$ cat config.mk
export PLATFORM = sky130hd
export DESIGN_NAME = sac_gate
export DESIGN_NICKNAME = d
export VERILOG_FILES = /design/src/core/sac_gate.v /design/src/core/sac_group_decode.v /design/src/core/sac_rights.v
export VERILOG_INCLUDE_DIRS = /design/src /design/src/core
export SDC_FILE = /design/constraint.sdc
export NUM_CORES = 1
export LEC_CHECK = 0
export BUFFER_PORTS_ARGS = -buffer_cell sky130_fd_sc_hd__clkbuf_2
export CORE_ASPECT_RATIO = 1.4
export CORE_MARGIN = 10
export CORE_UTILIZATION = 61
export DETAILED_ROUTE_END_ITERATION = 8
export PLACE_DENSITY = 0.85
export SLEW_MARGIN = 5
export SYNTH_ARGS = -nofsm -noshare
export SYNTH_HDL_FRONTEND = slang
export SYNTH_SLANG_ARGS = --single-unit
export TNS_END_PERCENT = 50
$ cat constraint.sdc
create_clock -name ref_clk -period 9.1 [get_ports ref_clk]
set_clock_uncertainty 0.15 [all_clocks]
set_input_delay 1.82 -clock ref_clk [delete_from_list [all_inputs] [get_ports ref_clk]]
set_output_delay 1.82 -clock ref_clk [all_outputs]
set_load 0.01 [all_outputs]
$ cat src/core/sac_map.vh
// Address map, field positions, reset values and group codes of the register access gate
`ifndef SAC_MAP_VH
`define SAC_MAP_VH
// ----------------------------------------
// CPU modes
// ----------------------------------------
`define SAC_MODE_BOOT 3'h0
`define SAC_MODE_TEST 3'h1
`define SAC_MODE_CLOS 3'h2
`define SAC_MODE_SYS 3'h3
`define SAC_MODE_USER 3'h4
// ----------------------------------------
// Register groups
// ----------------------------------------
`define SAC_GRP_CPU 3'h0
`define SAC_GRP_SEG 3'h1
`define SAC_GRP_SYSM 3'h2
`define SAC_GRP_FW 3'h3
`define SAC_GRP_CLOS 3'h4
`define SAC_GRP_HW 3'h5
`define SAC_GRP_NONE 3'h6
// ----------------------------------------
// Register addresses (8-bit space)
// ----------------------------------------
`define SAC_A_PROGRAM_STATUS_HIGH 8'h80
`define SAC_A_RESET_PROTECT_A 8'h81
`define SAC_A_RESET_PROTECT_B 8'h82
`define SAC_A_RESET_PROTECT_C 8'h83
`define SAC_A_SEG_TABLE_LOW 8'h88
`define SAC_A_SEG_TABLE_HIGH 8'h89
`define SAC_A_FIREWALL_CONTROL_LOW 8'h90
`define SAC_A_FIREWALL_CONTROL_HIGH 8'h91
`define SAC_A_XCHG_BASE 8'h92
`define SAC_A_XCHG_SIZE 8'h93
`define SAC_A_CLOS_DATA 8'h98
`define SAC_A_HW_BASE 8'ha0
`define SAC_A_CLOCK_SOURCE_SELECT 8'ha0
`define SAC_A_RANDOM_NUMBER_REG 8'ha1
`define SAC_A_CIPHER_KEY_A 8'ha2
`define SAC_A_CIPHER_KEY_B 8'ha3
`define SAC_A_GP0 8'ha4
`define SAC_A_GP1 8'ha5
`define SAC_A_CPU_ACC 8'he0
`define SAC_A_CPU_B 8'hf0
// ----------------------------------------
// Hardware register fields
// ----------------------------------------
`define SAC_HW_COUNT 6
`define SAC_HW_IDX_W 3
`define SAC_HW_IDX_CLOCK_SOURCE_SELECT 3'h0
`define SAC_HW_IDX_RNG 3'h1
`define SAC_HW_IDX_KEYA 3'h2
`define SAC_HW_IDX_KEYB 3'h3
// Firewall low: read right per hw index in bits 5..0; high: write right in bits 5..0
// Segment rights input: same layout, read in [5:0], write in [13:8]
`define SAC_SEG_WR_POS 8
`define SAC_SEG_RIGHTS_W 16
// ----------------------------------------
// Reset values
// ----------------------------------------
`define SAC_RST_SEG_TABLE 8'h00
`define SAC_RST_REG 8'h00
`define SAC_RST_MODE_REG 8'h00
`endif

$ cat src/core/sac_gate.v
// Special function register file with mode-based access gate
//
// The implementer's own choices: the address map and the address-and-strobe port.
`timescale 1ns/100ps
`include "sac_map.vh"
module sac_gate (
  // Clock and reset
  input wire ref_clk,
  input wire reset,
  // Core register port
  input wire [7:0] addr,
  input wire [7:0] wdata,
  input wire wr_strobe,
  input wire rd_strobe,
  output reg [7:0] rdata,
  // Mode and rights from the core and MMU
  input wire [2:0] cpu_mode,
  input wire [15:0] seg_rights,
  // Hardware side inputs
  input wire [7:0] random_in,
  // Status and configuration outputs
  output reg denied,
  output reg [15:0] seg_table_addr,
  output reg [7:0] firewall_low_out,
  output reg [7:0] firewall_high_out,
  output reg [15:0] xchg_window,
  output reg [7:0] clock_select_out
);
  // ----------------------------------------
  // Decode and decision, same cycle
  // ----------------------------------------
  wire [2:0] group;
  wire [2:0] hw_index;
  wire rd_ok;
  wire wr_ok;
  reg [7:0] psw_high;
  reg [7:0] rp_a;
  reg [7:0] rp_b;
  reg [7:0] rp_c;
  reg [7:0] clos_data;
  reg [7:0] cpu_acc;
  reg [7:0] cpu_b;
  reg [7:0] hw_reg [0:`SAC_HW_COUNT-1];
  reg [7:0] rng_sync1;
  reg [7:0] rng_sync2;
  reg [7:0] next_rdata;
  wire wr_go;

  sac_group_decode u_dec (
    .addr(addr),
    .group(group),
    .hw_index(hw_index)
  );

  sac_rights u_rights (
    .mode(cpu_mode),
    .addr(addr),
    .group(group),
    .hw_index(hw_index),
    .fw_low(firewall_low_out),
    .fw_high(firewall_high_out),
    .seg_rights(seg_rights),
    .rd_ok(rd_ok),
    .wr_ok(wr_ok)
  );

  assign wr_go = wr_strobe && wr_ok;

  // ----------------------------------------
  // Random source crosses in from its own logic
  // ----------------------------------------
  always @(posedge ref_clk) begin
    if (reset) begin
      rng_sync1 <= `SAC_RST_REG;
      rng_sync2 <= `SAC_RST_REG;
    end else begin
      rng_sync1 <= random_in;
      rng_sync2 <= rng_sync1;
    end
  end

  // ----------------------------------------
  // Register writes
  // ----------------------------------------
  // Segment table pointer clears to zero so no user segment is live after reset
  always @(posedge ref_clk) begin
    if (reset) begin
      seg_table_addr <= {`SAC_RST_SEG_TABLE, `SAC_RST_SEG_TABLE};
      firewall_low_out <= `SAC_RST_REG;
      firewall_high_out <= `SAC_RST_REG;
      xchg_window <= {`SAC_RST_REG, `SAC_RST_REG};
      psw_high <= `SAC_RST_MODE_REG;
      rp_a <= `SAC_RST_REG;
      rp_b <= `SAC_RST_REG;
      rp_c <= `SAC_RST_REG;
      clos_data <= `SAC_RST_REG;
      cpu_acc <= `SAC_RST_REG;
      cpu_b <= `SAC_RST_REG;
    end else if (wr_go) begin
      case (addr)
        `SAC_A_SEG_TABLE_LOW: seg_table_addr[7:0] <= wdata;
        `SAC_A_SEG_TABLE_HIGH: seg_table_addr[15:8] <= wdata;
        `SAC_A_FIREWALL_CONTROL_LOW: firewall_low_out <= wdata;
        `SAC_A_FIREWALL_CONTROL_HIGH: firewall_high_out <= wdata;
        `SAC_A_XCHG_BASE: xchg_window[7:0] <= wdata;
        `SAC_A_XCHG_SIZE: xchg_window[15:8] <= wdata;
        `SAC_A_PROGRAM_STATUS_HIGH: psw_high <= wdata;
        `SAC_A_RESET_PROTECT_A: rp_a <= wdata;
        `SAC_A_RESET_PROTECT_B: rp_b <= wdata;
        `SAC_A_RESET_PROTECT_C: rp_c <= wdata;
        `SAC_A_CLOS_DATA: clos_data <= wdata;
        `SAC_A_CPU_ACC: cpu_acc <= wdata;
        `SAC_A_CPU_B: cpu_b <= wdata;
        default: begin
        end
      endcase
    end
  end
  // Partition has no register at all; it is fixed by construction
  // Segment table lives in memory, so its contents are outside this gate

  // Hardware component registers, one per index
  genvar gi;
  generate
    for (gi = 0; gi < `SAC_HW_COUNT; gi = gi + 1) begin : g_hw
      always @(posedge ref_clk) begin
        if (reset) begin
          hw_reg[gi] <= `SAC_RST_REG;
        end else if (gi == `SAC_HW_IDX_RNG) begin
          hw_reg[gi] <= rng_sync2;
        end else if (wr_go && group == `SAC_GRP_HW && hw_index == gi) begin
          hw_reg[gi] <= wdata;
        end
      end
    end
  endgenerate

  // ----------------------------------------
  // Read path
  // ----------------------------------------
  always @* begin
    next_rdata = 8'h00;
    if (rd_ok) begin
      case (group)
        `SAC_GRP_HW: next_rdata = hw_reg[hw_index];
        default: begin
          case (addr)
            `SAC_A_SEG_TABLE_LOW: next_rdata = seg_table_addr[7:0];
            `SAC_A_SEG_TABLE_HIGH: next_rdata = seg_table_addr[15:8];
            `SAC_A_FIREWALL_CONTROL_LOW: next_rdata = firewall_low_out;
            `SAC_A_FIREWALL_CONTROL_HIGH: next_rdata = firewall_high_out;
            `SAC_A_XCHG_BASE: next_rdata = xchg_window[7:0];
            `SAC_A_XCHG_SIZE: next_rdata = xchg_window[15:8];
            `SAC_A_PROGRAM_STATUS_HIGH: next_rdata = psw_high;
            `SAC_A_CLOS_DATA: next_rdata = clos_data;
            `SAC_A_CPU_ACC: next_rdata = cpu_acc;
            `SAC_A_CPU_B: next_rdata = cpu_b;
            default: next_rdata = 8'h00;
          endcase
        end
      endcase
    end
  end

  // Zero rather than hold keeps a denied read from leaking the last value
  always @(posedge ref_clk) begin
    if (reset) begin
      rdata <= 8'h00;
      denied <= 1'b0;
      clock_select_out <= `SAC_RST_REG;
    end else begin
      rdata <= rd_strobe ? next_rdata : 8'h00;
      denied <= (rd_strobe && !rd_ok) || (wr_strobe && !wr_ok);
      clock_select_out <= hw_reg[`SAC_HW_IDX_CLOCK_SOURCE_SELECT];
    end
  end
endmodule // sac_gate

$ cat src/core/sac_group_decode.v
// Address to register group and hardware index decoder
`timescale 1ns/100ps
`include "sac_map.vh"
module sac_group_decode (
  // Access address
  input wire [7:0] addr,
  // Decoded class
  output reg [2:0] group,
  output reg [2:0] hw_index
);
  always @* begin
    group = `SAC_GRP_NONE;
    hw_index = 3'h0;
    case (addr)
      `SAC_A_CPU_ACC, `SAC_A_CPU_B: group = `SAC_GRP_CPU;
      `SAC_A_PROGRAM_STATUS_HIGH, `SAC_A_RESET_PROTECT_A, `SAC_A_RESET_PROTECT_B,
      `SAC_A_RESET_PROTECT_C: group = `SAC_GRP_SYSM;
      `SAC_A_SEG_TABLE_LOW, `SAC_A_SEG_TABLE_HIGH: group = `SAC_GRP_SEG;
      `SAC_A_FIREWALL_CONTROL_LOW, `SAC_A_FIREWALL_CONTROL_HIGH, `SAC_A_XCHG_BASE,
      `SAC_A_XCHG_SIZE: group = `SAC_GRP_FW;
      `SAC_A_CLOS_DATA: group = `SAC_GRP_CLOS;
      default: begin
        if (addr >= `SAC_A_HW_BASE && addr < (`SAC_A_HW_BASE + 8'h06)) begin
          group = `SAC_GRP_HW;
          hw_index = addr[2:0];
        end
      end
    endcase
  end
endmodule // sac_group_decode

$ cat src/core/sac_rights.v
// Per-mode grant decision for one access
`timescale 1ns/100ps
`include "sac_map.vh"
module sac_rights (
  // Access description
  input wire [2:0] mode,
  input wire [7:0] addr,
  input wire [2:0] group,
  input wire [2:0] hw_index,
  // Rights sources
  input wire [7:0] fw_low,
  input wire [7:0] fw_high,
  input wire [15:0] seg_rights,
  // Decision
  output reg rd_ok,
  output reg wr_ok
);
  always @* begin
    rd_ok = 1'b0;
    wr_ok = 1'b0;
    case (mode)
      `SAC_MODE_BOOT, `SAC_MODE_TEST: begin
        rd_ok = 1'b1;
        wr_ok = 1'b1;
      end
      `SAC_MODE_CLOS: begin
        if (group == `SAC_GRP_FW) begin
          rd_ok = 1'b1;
        end else if (group == `SAC_GRP_CLOS) begin
          rd_ok = 1'b1;
          wr_ok = 1'b1;
        end else if (group == `SAC_GRP_HW) begin
          rd_ok = fw_low[hw_index] || (hw_index == `SAC_HW_IDX_CLOCK_SOURCE_SELECT);
          wr_ok = fw_high[hw_index];
        end else if (addr == `SAC_A_PROGRAM_STATUS_HIGH) begin
          rd_ok = 1'b1;
        end
      end
      `SAC_MODE_SYS: begin
        if (group == `SAC_GRP_SEG || group == `SAC_GRP_SYSM || group == `SAC_GRP_FW ||
            group == `SAC_GRP_HW) begin
          rd_ok = 1'b1;
          wr_ok = 1'b1;
        end
      end
      `SAC_MODE_USER: begin
        if (group == `SAC_GRP_HW) begin
          rd_ok = seg_rights[hw_index];
          wr_ok = seg_rights[`SAC_SEG_WR_POS + hw_index];
        end else if (addr == `SAC_A_PROGRAM_STATUS_HIGH) begin
          rd_ok = 1'b1;
        end
      end
      default: begin
        rd_ok = 1'b0;
        wr_ok = 1'b0;
      end
    endcase
    // Segmentation registers only in system mode; boot and test lose them too
    if (group == `SAC_GRP_SEG && mode != `SAC_MODE_SYS) begin
      rd_ok = 1'b0;
      wr_ok = 1'b0;
    end
    if (group == `SAC_GRP_CPU) begin
      rd_ok = 1'b1;
      wr_ok = 1'b1;
    end
    // Exchange window steers shared RAM, so only system code may move it
    if ((addr == `SAC_A_XCHG_BASE || addr == `SAC_A_XCHG_SIZE) && mode != `SAC_MODE_SYS) begin
      wr_ok = 1'b0;
    end
    if (addr == `SAC_A_RESET_PROTECT_A || addr == `SAC_A_RESET_PROTECT_B ||
        addr == `SAC_A_RESET_PROTECT_C) begin
      rd_ok = 1'b0;
    end
    if (group == `SAC_GRP_HW && hw_index == `SAC_HW_IDX_RNG) begin
      wr_ok = 1'b0;
    end
    if (group == `SAC_GRP_HW && (hw_index == `SAC_HW_IDX_KEYA || hw_index == `SAC_HW_IDX_KEYB)) begin
      rd_ok = 1'b0;
    end
  end
endmodule // sac_rights
==> metrics.md <==
| Metric | Value |
|---|---|
| Status | `finished clean` |
| R2R depth | `6` |
| Initial Util | `0.620` |
| CP max FO | `45` |
| Worst slew margin | `0.123` |
| Seq cells post-synth | `161` |
| CP Class | `in -> reg` |
| Sequential fraction of the synthesis area | `0.497` |
| Synth Cell Area | `7290 sq um` |
| Post-CTS Resized | `0` |
| Setup_tns | `0 ps` |
| Crit path DAT | `5370 ps` |
| Vias in the first global route | `6227` |
| WP data required | `8990 ps` |
| Max-cap violations | `0` |
| Grt total ovfl | `0` |
| PwrDens | `185 nW/um^2` |
| Synth Area per Inst | `10.3 sq um` |
| Slowest cell delay on critical path | `1170 ps` |
| Cell row count | `47` |
| Core Region | `11800 sq um` |
| CTS sink cnt | `161` |
| Crit path buf inv count | `2` |
| Final worst slack | `3630 ps` |
| Routability cong. | `0.989` |
| Async set-reset flop share out of synthesis | `0` |
| Share of the synthesized area in the top cell type | `0.332` |
| CTS HTree Levels | `4` |
| Worst-path cell chain | `clkbuf_2, buf_4, or4_4, or2_0, o211a_1, nor3_2, nand2_2, o21ai_0` |
| Die height | `149 um` |
| Slowest CP cell | `o21ai_0` |
| DR iter-0 viols | `854` |
| Max Freq | `0.183 GHz` |
| Setup bufs post-CTS | `0` |
| Global Route Usage Sum | `0.259` |
| Drt drc | `0` |
| Drt wl/cell | `23.6 um` |
| Die W | `112 um` |
| Ant. Diodes | `0` |
| CTS root buffer | `clkbuf_16` |
| Syn Inst Count | `710` |
| Syn_nets | `757` |
| Worst VDD drop | `182 uV` |
| Most common flop cell mapped by yosys | `dfxtp_1` |
| Initial antenna violation count | `0` |
| CTS tree | `done` |
| Final WL | `22400 um` |
| Final max-slew violation count | `0` |
| Drt via density | `6.51` |
| Antenna-violating nets left | `0` |
| Worst-skew pair later-pin latency | `440 ps` |
| Top Ports | `112` |
| Final nets | `835` |
| Tcrit/Tclk final | `0.602` |
| EDFF count, synth | `40` |
| Synth-to-layout area growth | `15.6%` |
| Synth area leaders | `dfxtp_1, edfxtp_1, mux2i_1` |
| Yosys cell types | `61` |
| DR vias | `6176` |
| Leakage | `0.00340 uW` |
| Largest net degree at the start of global routing | `83` |
| Pin slew with the least headroom to its limit | `1300 ps` |
| Critical path startpoint category | `input port` |
| Min-Delay Path Class | `reg -> reg` |
| Final setup fails | `0` |
| First-pass GRT wire length | `33900 um` |
| Crit path max-delay family | `simple AND/OR/NAND/NOR gates` |
| RSZ-0062 raised after global routing | `false` |
| DRT Pass-1 Iters | `5` |
| Hold Path Cell Cnt | `1` |
| Die area | `16800 sq um` |
| Max reg flops | `48` |
| Hold path start | `rng_sync1[2]` |
| Hold Path End | `rng_sync2[2]` |
| Dpl hpwl | `15700 um` |
| Critical Path End Type | `flop` |
| Max clock buf depth | `2` |
| R2R Setup Slk | `5520 ps` |
| Yosys top cell by area | `dfxtp_1` |
| Layout cells sized above 1 | `0.225` |
| R2r startpoint | `firewall_high_out[1]` |
| Reg2Reg Capture Point | `hw_reg[3][5]` |
| CTS Hold Buffers Added | `0` |
| YS warnings | `0` |
| Fin. Hold Viols | `0` |
| Min cycle time layout | `5470 ps` |
| TritonCTS Buffers | `17` |
| Minimum setup slack after placement | `3250 ps` |
| CTS clk-pin slew, worst paths | `70 ps` |
| Input/output buffers | `107` |
[placed cells by master (no fill, tap or decap), drive strengths merged, types with 2 or more instances in the layout]
master	n
clkbuf	124
dfxtp	121
mux2i	100
nand2	78
nor2	77
edfxtp	40
nor2b	39
nor3	34
o21ai	17
a22oi	15
and3	14
inv	13
mux4	11
buf	9
a21oi	8
nor4b	8
mux2	7
a2111oi	7
nor3b	6
nand3	6
clkinv	6
nor4	6
nand4	5
o211ai	4
o2111ai	3
nand2b	3
a211oi	3
a32oi	3
a221oi	3
a21o	2
a211o	2
or3b	2
nand3b	2
o32ai	2
a222oi	2
[layout make-up]
class	instances	area, sq um
Clock buffer	17	425
Clock inverter	15	165
Fill cell	887	3330
Inverter	5	18.8
Multi-Input combinational cell	487	3410
Sequential cell	161	3620
Tap cell	147	184
Timing Repair Buffer	116	603
[synth_stat cells, drive strengths merged, types with 14 or more instances]
cell type and n:
dfxtp 121, mux2i 100, nand2 78, nor2 77
clkbuf 40, edfxtp 40, nor2b 39, nor3 34
buf 17, o21ai 17, a22oi 15, and3 14
[worst max path at each step]
| stage | startpoint | end | slack, ps | cells past startpoint |
|---|---|---|---|---|
| global placement | addr[1] | hw_reg[2][0] | 3460 | 8 |
| detailed placement | addr[1] | hw_reg[3][2] | 3250 | 8 |
| finish | addr[1] | hw_reg[3][5] | 3630 | 8 |
| floorplan | addr[1] | hw_reg[2][0] | 4310 | 10 |
| CTS | addr[1] | hw_reg[3][5] | 3700 | 8 |
| global route | addr[2] | hw_reg[3][7] | 3430 | 8 |
[routing by layer]
layer	track usage	vias up	routed length, um
li1	-	2722	-
met3	0.0664	97	1950
met2	0.458	380	11600
met4	0.145	0	1190
met5	0	-	0
met1	0.273	2977	7620
[metrics by stage]
step,cells,hold WS [ps],total power (uW),area [sq um],utilization
finish,948,294,1560,8430,0.716
global route,948,307,1600,8430,0.716
CTS,948,297,1550,8430,0.716
detailed placement,916,277,870,7840,0.666
global placement,916,270,866,7840,0.666
floorplan,710,264,834,7290,-
[power breakdown]
group / internal, uW / total (uW) / switching, uW / leakage, uW
Combinational: 33.4 / 105 / 71.9 / 0.00175
Sequential: 747 / 752 / 4.95 / 0.00136
Clock: 367 / 700 / 333 / 0.000286
[logic make-up (layout without fill, tap and decap cells)]
| group | after synthesis | after routing | synth area share |
|---|---|---|---|
| muxes | 118 | 118 | 0.182 |
| AOI/OAI and AO/OA | 80 | 80 | 0.0793 |
| buffers and inverters | 62 | 153 | 0.0359 |
| DFF | 161 | 161 | 0.497 |
| and+or+nand+nor | 289 | 289 | 0.206 |
(Power assumes the default switching activity.)
